==> config.mk <==
export PLATFORM = sky130hd
export DESIGN_NAME = cirq_regs
export DESIGN_NICKNAME = d
export VERILOG_FILES = /design/src/cirq_sync.v /design/src/cirq_regs.v
export VERILOG_INCLUDE_DIRS = /design/src /design/src/src
export SDC_FILE = /design/constraint.sdc
export NUM_CORES = 1
export LEC_CHECK = 0
export ABC_CLOCK_PERIOD_IN_PS = 2700
export BUFFER_PORTS_ARGS = -buffer_cell sky130_fd_sc_hd__buf_2
export CELL_PAD_IN_SITES_DETAIL_PLACEMENT = 1
export CELL_PAD_IN_SITES_GLOBAL_PLACEMENT = 2
export CORE_MARGIN = 3
export CORE_UTILIZATION = 37
export CTS_CLUSTER_SIZE = 12
export DETAILED_ROUTE_END_ITERATION = 8
export PLACE_DENSITY = 0.86
export SLEW_MARGIN = 20
export SYNTH_ARGS = -nofsm -noshare
export SYNTH_HDL_FRONTEND = slang
export SYNTH_SLANG_ARGS = --single-unit
==> constraint.sdc <==
create_clock -name ref_clk_i -period 2.7 [get_ports ref_clk_i]
set_clock_uncertainty 0.2 [all_clocks]
set_input_delay 0.54 -clock ref_clk_i [delete_from_list [all_inputs] [get_ports ref_clk_i]]
set_output_delay 0.54 -clock ref_clk_i [all_outputs]
set_load 0.1 [all_outputs]
==> src/cirq_map.vh <==
`ifndef CIRQ_MAP_VH
`define CIRQ_MAP_VH

// Register byte offsets
`define CIRQ_CTRL_OFS       8'h00
`define CIRQ_MASK_SET_OFS   8'h10
`define CIRQ_MASK_CLR_OFS   8'h14
`define CIRQ_MASK_OFS       8'h18
`define CIRQ_PEND_OFS       8'h1c
`define CIRQ_PEND_CLR_OFS   8'h20
`define CIRQ_OVR_OFS        8'h24
`define CIRQ_CAP_OFS        8'h30
`define CIRQ_REV_OFS        8'h34
`define CIRQ_SUT_OFS        8'h38

// Field positions
`define CIRQ_WIN_LSB        24
`define CIRQ_CAP_WIN_LSB    16
`define CIRQ_REV_VAR_LSB    16
`define CIRQ_CTRL_OVR_BIT   7
`define CIRQ_CTRL_EN_BIT    0

// Writable bits of the interrupt registers
`define CIRQ_IRQ_VALID      32'h0f00_ffff

// Reset values
`define CIRQ_RST_ZERO       32'h0000_0000
`define CIRQ_RST_SUT        10'h000

// Arbitrary neutral identity values
`define CIRQ_REV_NUMBER     12'h001
`define CIRQ_REV_VARIANT    4'h0

`endif

==> src/cirq_sync.v <==
`timescale 1ns/10ps
module cirq_sync #(
  parameter WIDTH = 8
) (
  // Clock and reset
  input wire ref_clk_i,
  input wire rst_i,
  // Asynchronous inputs and filtered result
  input wire [WIDTH-1:0] async_i,
  output wire [WIDTH-1:0] sync_o
);

  reg [WIDTH-1:0] s1_ff;
  reg [WIDTH-1:0] s2_ff;
  reg [WIDTH-1:0] s3_ff;
  reg [WIDTH-1:0] out_ff;

  // A change is taken only once the second and third stage agree
  always @(posedge ref_clk_i) begin
    if (rst_i) begin
      s1_ff <= {WIDTH{1'b0}};
      s2_ff <= {WIDTH{1'b0}};
      s3_ff <= {WIDTH{1'b0}};
      out_ff <= {WIDTH{1'b0}};
    end else begin
      s1_ff <= async_i;
      s2_ff <= s1_ff;
      s3_ff <= s2_ff;
      out_ff <= (s2_ff & s3_ff) | (out_ff & (s2_ff | s3_ff));
    end
  end

  assign sync_o = out_ff;

endmodule

==> src/cirq_regs.v <==
// Function
// - One mask bit per source, fixed positions
// - Set-strobe ones set matching mask bits
// - Clear-strobe ones clear matching mask bits
// - Window-pair event sets sticky pending flag
// - Startup time elapsed sets startup flag
// - Comparator event sets normal pending flag
// - Pending read-only, cleared by writing one
// - Writing zero to clear leaves flag
// - Clearing flag also withdraws its interrupt
// - Override selects test bits as outputs
// - Capability bits 16-19 show window pairs
// - Capability bits 0-7 show comparators
// - Read-only revision: number and variant
// - Override select is control bit 7
//
// Local design decision: the strobed register port.
`timescale 1ns/10ps
`include "cirq_map.vh"
module cirq_regs #(
  parameter NUM_CMP = 8,
  parameter NUM_WIN = 4,
  parameter [7:0] CMP_PRESENT = 8'hff,
  parameter [3:0] WIN_PRESENT = 4'hf,
  parameter [11:0] REV_NUMBER = `CIRQ_REV_NUMBER,
  parameter [3:0] REV_VARIANT = `CIRQ_REV_VARIANT
) (
  // Clock and reset
  input wire ref_clk_i,
  input wire rst_i,
  // Register port
  input wire [7:0] addr_i,
  input wire [31:0] wdata_i,
  input wire wr_i,
  input wire rd_i,
  output wire [31:0] rdata_o,
  // Comparator side (asynchronous)
  input wire [NUM_CMP-1:0] comparator_n_i,
  input wire [NUM_CMP-1:0] comparator_irq_i,
  input wire [NUM_WIN-1:0] window_pair_irq_i,
  input wire [NUM_CMP-1:0] cmp_enable_i,
  // Channel logic side
  output wire [NUM_CMP-1:0] cmp_out_o,
  output wire [NUM_CMP-1:0] cmp_ready_o,
  // Interrupt
  output wire irq_o
);

  // ----------------------------------------------------------------
  // Address decode
  // ----------------------------------------------------------------
  function hit;
    input [7:0] a;
    input [7:0] ofs;
    begin
      hit = (a == ofs);
    end
  endfunction

  // Packs per-source vectors into the shared interrupt layout
  function [31:0] irq_pack;
    input [7:0] cmp_bits;
    input [7:0] sut_bits;
    input [3:0] win_bits;
    integer k;
    begin
      irq_pack = `CIRQ_RST_ZERO;
      for (k = 0; k < 8; k = k + 1) begin
        irq_pack[2*k] = cmp_bits[k];
        irq_pack[2*k+1] = sut_bits[k];
      end
      irq_pack[`CIRQ_WIN_LSB +: 4] = win_bits;
    end
  endfunction

  wire wr_ctrl = wr_i & hit(addr_i, `CIRQ_CTRL_OFS);
  wire wr_mset = wr_i & hit(addr_i, `CIRQ_MASK_SET_OFS);
  wire wr_mclr = wr_i & hit(addr_i, `CIRQ_MASK_CLR_OFS);
  wire wr_pclr = wr_i & hit(addr_i, `CIRQ_PEND_CLR_OFS);
  wire wr_ovr = wr_i & hit(addr_i, `CIRQ_OVR_OFS);
  wire wr_sut = wr_i & hit(addr_i, `CIRQ_SUT_OFS);

  // ----------------------------------------------------------------
  // Synchronisers for asynchronous comparator signals
  // ----------------------------------------------------------------
  localparam SW = 3 * NUM_CMP + NUM_WIN;
  wire [SW-1:0] sync_vec;

  cirq_sync #(
    .WIDTH(SW)
  ) u_sync (
    .ref_clk_i(ref_clk_i),
    .rst_i(rst_i),
    .async_i({window_pair_irq_i, cmp_enable_i, comparator_irq_i, comparator_n_i}),
    .sync_o(sync_vec)
  );

  wire [NUM_CMP-1:0] cmp_s = sync_vec[NUM_CMP-1:0];
  wire [NUM_CMP-1:0] cirq_s = sync_vec[2*NUM_CMP-1:NUM_CMP];
  wire [NUM_CMP-1:0] en_s = sync_vec[3*NUM_CMP-1:2*NUM_CMP];
  wire [NUM_WIN-1:0] win_s = sync_vec[SW-1:3*NUM_CMP];

  reg [NUM_CMP-1:0] cirq_d_ff;
  reg [NUM_WIN-1:0] win_d_ff;
  reg [NUM_CMP-1:0] en_d_ff;

  // ----------------------------------------------------------------
  // Control, override and startup time
  // ----------------------------------------------------------------
  reg [31:0] ctrl_ff;
  reg [7:0] ovr_ff;
  reg [9:0] sut_ff;

  always @(posedge ref_clk_i) begin
    if (rst_i) begin
      ctrl_ff <= `CIRQ_RST_ZERO;
      ovr_ff <= 8'h00;
      sut_ff <= `CIRQ_RST_SUT;
    end else begin
      if (wr_ctrl) begin
        ctrl_ff <= {24'h00_0000, wdata_i[`CIRQ_CTRL_OVR_BIT], 6'h00,
                    wdata_i[`CIRQ_CTRL_EN_BIT]};
      end
      if (wr_ovr) begin
        ovr_ff <= wdata_i[7:0];
      end
      if (wr_sut) begin
        sut_ff <= wdata_i[9:0];
      end
    end
  end

  wire override_select = ctrl_ff[`CIRQ_CTRL_OVR_BIT];
  // Override bypasses the pin path for cmp_out_o only; pending flags and cmp_ready_o still follow the pins
  assign cmp_out_o = override_select ? ovr_ff[NUM_CMP-1:0] : cmp_s;

  // ----------------------------------------------------------------
  // Startup timers, one per comparator
  // ----------------------------------------------------------------
  // Each timer keeps its own flops, so every bit has exactly one driver
  wire [NUM_CMP-1:0] sut_done;
  wire [NUM_CMP-1:0] ready_vec;
  genvar g;
  generate
    for (g = 0; g < NUM_CMP; g = g + 1) begin : g_sut
      reg [9:0] cnt_ff;
      reg run_ff;
      reg rdy_ff;
      always @(posedge ref_clk_i) begin
        if (rst_i) begin
          cnt_ff <= 10'h000;
          run_ff <= 1'b0;
          rdy_ff <= 1'b0;
        end else if (!en_s[g]) begin
          cnt_ff <= 10'h000;
          run_ff <= 1'b0;
          rdy_ff <= 1'b0;
        end else if (en_s[g] && !en_d_ff[g]) begin
          cnt_ff <= 10'h000;
          run_ff <= 1'b1;
          rdy_ff <= 1'b0;
        end else if (run_ff) begin
          if (cnt_ff >= sut_ff) begin
            run_ff <= 1'b0;
            rdy_ff <= 1'b1;
          end else begin
            cnt_ff <= cnt_ff + 10'h001;
          end
        end
      end
      // One-cycle pulse as the count reaches the programmed time
      assign sut_done[g] = run_ff & (cnt_ff >= sut_ff);
      assign ready_vec[g] = rdy_ff;
    end
  endgenerate

  assign cmp_ready_o = ready_vec;

  // ----------------------------------------------------------------
  // Mask and pending flags
  // ----------------------------------------------------------------
  reg [31:0] mask_ff;
  reg [31:0] pend_ff;
  wire [NUM_CMP-1:0] cmp_evt = cirq_s & ~cirq_d_ff;
  wire [NUM_WIN-1:0] win_evt = win_s & ~win_d_ff;
  wire [31:0] set_vec = irq_pack(cmp_evt, sut_done, win_evt);
  wire [31:0] valid = `CIRQ_IRQ_VALID;

  reg [31:0] nxt_mask;
  reg [31:0] nxt_pend;
  always @* begin
    nxt_mask = mask_ff;
    if (wr_mset) begin
      nxt_mask = nxt_mask | (wdata_i & valid);
    end
    if (wr_mclr) begin
      nxt_mask = nxt_mask & ~wdata_i;
    end
    nxt_pend = pend_ff;
    if (wr_pclr) begin
      nxt_pend = nxt_pend & ~wdata_i;
    end
    // A new event in the clearing cycle survives
    nxt_pend = (nxt_pend | set_vec) & valid;
  end

  always @(posedge ref_clk_i) begin
    if (rst_i) begin
      mask_ff <= `CIRQ_RST_ZERO;
      pend_ff <= `CIRQ_RST_ZERO;
      cirq_d_ff <= {NUM_CMP{1'b0}};
      win_d_ff <= {NUM_WIN{1'b0}};
      en_d_ff <= {NUM_CMP{1'b0}};
    end else begin
      mask_ff <= nxt_mask;
      pend_ff <= nxt_pend;
      cirq_d_ff <= cirq_s;
      win_d_ff <= win_s;
      en_d_ff <= en_s;
    end
  end

  // Combinational from flags, so a clear drops the request with the flag
  assign irq_o = |(pend_ff & mask_ff);

  // ----------------------------------------------------------------
  // Read path
  // ----------------------------------------------------------------
  wire [31:0] cap_val = {12'h000, WIN_PRESENT, 8'h00, CMP_PRESENT};
  wire [31:0] rev_val = {12'h000, REV_VARIANT, 4'h0, REV_NUMBER};

  reg [31:0] rdata_ff;
  reg [31:0] nxt_rdata;
  always @* begin
    nxt_rdata = `CIRQ_RST_ZERO;
    if (rd_i) begin
      case (addr_i)
        `CIRQ_CTRL_OFS: nxt_rdata = ctrl_ff;
        `CIRQ_MASK_OFS: nxt_rdata = mask_ff;
        `CIRQ_PEND_OFS: nxt_rdata = pend_ff;
        `CIRQ_OVR_OFS: nxt_rdata = {24'h00_0000, ovr_ff};
        `CIRQ_CAP_OFS: nxt_rdata = cap_val;
        `CIRQ_REV_OFS: nxt_rdata = rev_val;
        `CIRQ_SUT_OFS: nxt_rdata = {22'h00_0000, sut_ff};
        default: nxt_rdata = `CIRQ_RST_ZERO;
      endcase
    end
  end

  always @(posedge ref_clk_i) begin
    if (rst_i) begin
      rdata_ff <= `CIRQ_RST_ZERO;
    end else begin
      rdata_ff <= nxt_rdata;
    end
  end

  assign rdata_o = rdata_ff;

endmodule

==> results.yml <==
synth:
  total_of_flip_flops_plus_latches_after_synthesis: 332
  multiplexer_area_fraction_after_synthesis_pct: 1.39
  area_fraction_in_compound_gates_after_synthesis_pct: 15.6
  synth_top_cell_by_area: "sky130_fd_sc_hd__dfxtp_1"
  netlist_instances: 1498
  avgSynthCellArea_sq_um: 9.21
  synth.distinct_cells: 62
  synth.yosys.seq_area_share_pct: 48.2
  netlist_area_sq_mm: 0.0138
  yosys.area.top_type_share_pct: 48.2
  postSynth.asyncResetShare_pct: 0
  synth_top_family_by_area: "simple AND/OR/NAND/NOR gates"
  netlist_top_cells_area: "sky130_fd_sc_hd__dfxtp_1, sky130_fd_sc_hd__ha_1, sky130_fd_sc_hd__a21oi_1"
  share_of_synthesized_cell_area_in_full_adder_half_adder_and_majority_cells_pct: 7.98
  yosys_warnings: 0
  yosys.area_share.xor_xnor_pct: 2.35
  synth_edf_count: 0
  synth_area_in_simple_gates_pct: 21.6
  postSynth.topFlopCell: "sky130_fd_sc_hd__dfxtp_1"
  synthesis.nets: 1658
pwr:
  switching_share_pct: 21.9
  pwr-share-seq_pct: 48.7
  cellLeakagePower_uw: 0.00641
  cellPowerDensity_mw_per_mm2: 596
  cell_internal_pwr_uw: 7980
  irDropWorstVdd_mv: 0.508
  fin_total_pwr_uw: 10200
  p_clk_share_pct: 48.6
  netSwitchingPower_uw: 2240
  power_frac_comb_pct: 2.7
finish:
  layout.cells.most_common_list: "sky130_fd_sc_hd__dfxtp_1, sky130_fd_sc_hd__a21oi_1, sky130_fd_sc_hd__nand2_1"
  area_of_combinational_cells_with_multiple_inputs_sq_mm: 0.00688
  layout-drive-gt1-share_pct: 17.7
  layout.cells.most_common: "sky130_fd_sc_hd__dfxtp_1"
  syn2layout_area_growth_pct: 24.4
  fill_cells: 4171
  total_number_of_nets_in_the_final_design: 1871
  final_area_sq_mm: 0.0172
  layout.area.seq_sq_mm: 0.00666
sta:
  report.final.hold_viol_count: 0
  post-route-min-period_ns: 2.76
  pin_slew_with_the_least_headroom_to_its_limit_ns: 1.00
  period_share_pct: 102
  rsz0062_at_grt: "true"
  max_freq_mhz: 363
  drv_slew: 0
  fin_ws_ns: -0.0571
  worst_slew_margin_pct: 33.3
  report.final.setup_viol: 1
die:
  start_util_pct: 37.6
  die_area_sq_mm: 0.0396
  floorplan.die.width_um: 199
  floorplan.rows: 70
  top_ports: 121
  fp.coreArea_sq_mm: 0.0367
  die_height_um: 199
global_route:
  grt_pass1_vias: 12300
  grt_antenna_before_repair: 1
  grtUsageTotal_pct: 20.4
  grt_max_degree: 100
  global_route.overflow_total: 0
  grt_pass1_wl_um: 64600
setup_path:
  cp_max_fo: 2
  worst_path_max_delay_cell: "sky130_fd_sc_hd__dfxtp_2"
  critical_path_class: "flip-flop to output port"
  cp-end-kind: "output port"
  cp.arrival_ns: 2.02
  setup.worst_path.start_class: "flip-flop"
  worstPathCellList: "a22o_1 > a221oi_2 > and3_1 > nand4_1 > buf_12"
  required_ns: 1.96
  cp_slowest_stage_delay_ns: 0.34
route:
  drt_iter0_markers: 606
  detail_route.wirelength.met1_um: 18000
  met3_wirelength_um: 1740
  route.top_layer_used: "met4"
  met2_wirelength_um: 19600
  antenna_left: 0
  drt-total-wl_um: 40600
  detailroute.via_count: 11700
  routed_wire_length_per_instance_um: 18.4
  vias_per_cell: 5.29
  drt-pass1-iter-count: 5
  remaining_drc_errors: 0
placed_design:
  post_dp_cell_area_sq_mm: 0.0154
  place.port_buffers: 120
  place_congestion: 0.873
  hpwlAfterDp_um: 28500
clocking:
  worst_skew_pair_latency_ns: 0.55
  ctsHtreeMaxLevel: 2
  cts_root_cell: "sky130_fd_sc_hd__clkbuf_16"
  ctsLongestPathBuffers: 3
  cts_tree: "done"
  numCtsBuffers: 38
  path_clk_slew_ns: 0.06
  clock_sinks: 332
job:
  drv_cap: 0
outcome:
  failed_checks: "negative setup slack"
  run_status: "finished with violations"
worst_hold_path:
  worstHoldPathType: "input pin to flip-flop"
==> logic make-up after synthesis <==
kind of cell,after synthesis
flops,332
xor+xnor,37
compound gates,352
simple gates,576
mux,18
fa+ha+maj,88
buf+inv,95
==> per-layer routing <==
| layer | global-route usage, % | vias to the layer above |
|---|---|---|
| met5 | 0 | - |
| met4 | 7.21 | 0 |
| met3 | 3.61 | 84 |
| met2 | 35.2 | 207 |
| met1 | 25.7 | 5663 |
| li1 | - | 5710 |
==> timing repair <==
action,CTS,global route
gates resized for setup,14,21
setup buffers,2,9
setup endpoints to repair,9,38
endpoints found under the hold margin,36,0
pin swaps,2,5
hold buffers,36,0
==> path summary, 6_finish.rpt <==
path | start | endpoint | slack [ns] | cells past startpoint
worst max register to register | sut_ff[7]$_SDFFE_PP0P_ | g_sut[7].cnt_ff[9]$_SDFFE_PP0P_ | 0.03 | 9
worst min-delay path | comparator_n_i[5] | u_sync.s1_ff[5]$_SDFF_PP0_ | 0.008 | 2
worst min register to register | u_sync.s1_ff[20]$_SDFF_PP0_ | u_sync.s2_ff[20]$_SDFF_PP0_ | 0.23 | 1
worst max-delay path | pend_ff[13]$_SDFF_PP0_ | irq_o | -0.06 | 5
==> synthesized netlist by cell type (4+ instances only) <==
library cell,count
sky130_fd_sc_hd__a221oi_1,11
sky130_fd_sc_hd__a22o_1,4
sky130_fd_sc_hd__nand4_1,28
sky130_fd_sc_hd__or4_1,10
sky130_fd_sc_hd__xor2_1,14
sky130_fd_sc_hd__a211oi_1,29
sky130_fd_sc_hd__mux2_2,9
sky130_fd_sc_hd__nand2b_1,25
sky130_fd_sc_hd__o21ai_0,59
sky130_fd_sc_hd__a21o_1,7
sky130_fd_sc_hd__nand3_1,53
sky130_fd_sc_hd__and3_1,14
sky130_fd_sc_hd__buf_4,8
sky130_fd_sc_hd__buf_2,5
sky130_fd_sc_hd__a22oi_1,22
sky130_fd_sc_hd__or3_1,17
sky130_fd_sc_hd__nor4_1,12
sky130_fd_sc_hd__clkbuf_1,43
sky130_fd_sc_hd__nand2_1,143
sky130_fd_sc_hd__o211ai_1,9
sky130_fd_sc_hd__nor2_1,98
sky130_fd_sc_hd__o31ai_1,7
sky130_fd_sc_hd__o21a_1,5
sky130_fd_sc_hd__dfxtp_1,332
sky130_fd_sc_hd__ha_1,88
sky130_fd_sc_hd__and4_1,4
sky130_fd_sc_hd__and2_1,21
sky130_fd_sc_hd__nor2b_1,123
sky130_fd_sc_hd__a21boi_0,6
sky130_fd_sc_hd__nor3_1,12
sky130_fd_sc_hd__inv_1,36
sky130_fd_sc_hd__xnor2_1,23
sky130_fd_sc_hd__a21oi_1,168
sky130_fd_sc_hd__mux2i_1,9
==> power by group through the flow <==
stage	logic, uW	registers (uW)	clock network, uW
2_1_floorplan	111	5070	0
3_3_place_gp	229	5080	0
3_5_place_dp	232	5080	0
4_1_cts	275	4980	5130
5_1_grt	303	4980	5330
6_report	276	4980	4960
==> area by class of cell <==
type	instances	share of cell area, %
Multi-Input combinational cell	1071	40.1
Sequential cell	332	38.8
Timing Repair Buffer	232	9.93
Clock buffer	59	6.36
Tap cell	468	3.41
Inverter	36	0.832
Clock inverter	8	0.540
Antenna cell	1	0.0146
==> worst max-delay path, delay by kind of cell, from the launching register on <==
| family | cells | cell delay, ns |
|---|---|---|
| compound gates | 2 | 0.44 |
| buf+inv | 1 | 0.25 |
| flops | 1 | 0.34 |
| simple gates | 2 | 0.43 |
==> state kept, by name, indices dropped and copies added, names as in the netlist, named ones only <==
| name | cells |
|---|---|
| g_sut.rdy_ff | 8 |
| g_sut.cnt_ff | 80 |
| cirq_d_ff | 8 |
| en_d_ff | 8 |
| rdata_o | 32 |
| win_d_ff | 4 |
| mask_ff | 12 |
| u_sync.s2_ff | 28 |
| u_sync.s1_ff | 28 |
| ovr_ff | 8 |
| pend_ff | 20 |
| g_sut.run_ff | 8 |
| u_sync.sync_o | 28 |
| sut_ff | 10 |
| u_sync.s3_ff | 28 |
| ctrl_ff | 2 |
==> stage by stage <==
stage               utilization [%]  worst slack [ns]  hold slack (ns)  cells  TNS, ns
floorplan                         -             0.191            0.214   1498        0
global placement               41.9           0.00483            0.221   2092        0
detailed placement             41.9           -0.0740            0.228   2092  -0.0767
CTS                            46.3            -0.117         0.000160   2197   -0.117
global route                   46.7            -0.103          0.00416   2207   -0.170
finish                         46.7           -0.0571          0.00766   2207  -0.0571
(Power assumes the default switching activity.)
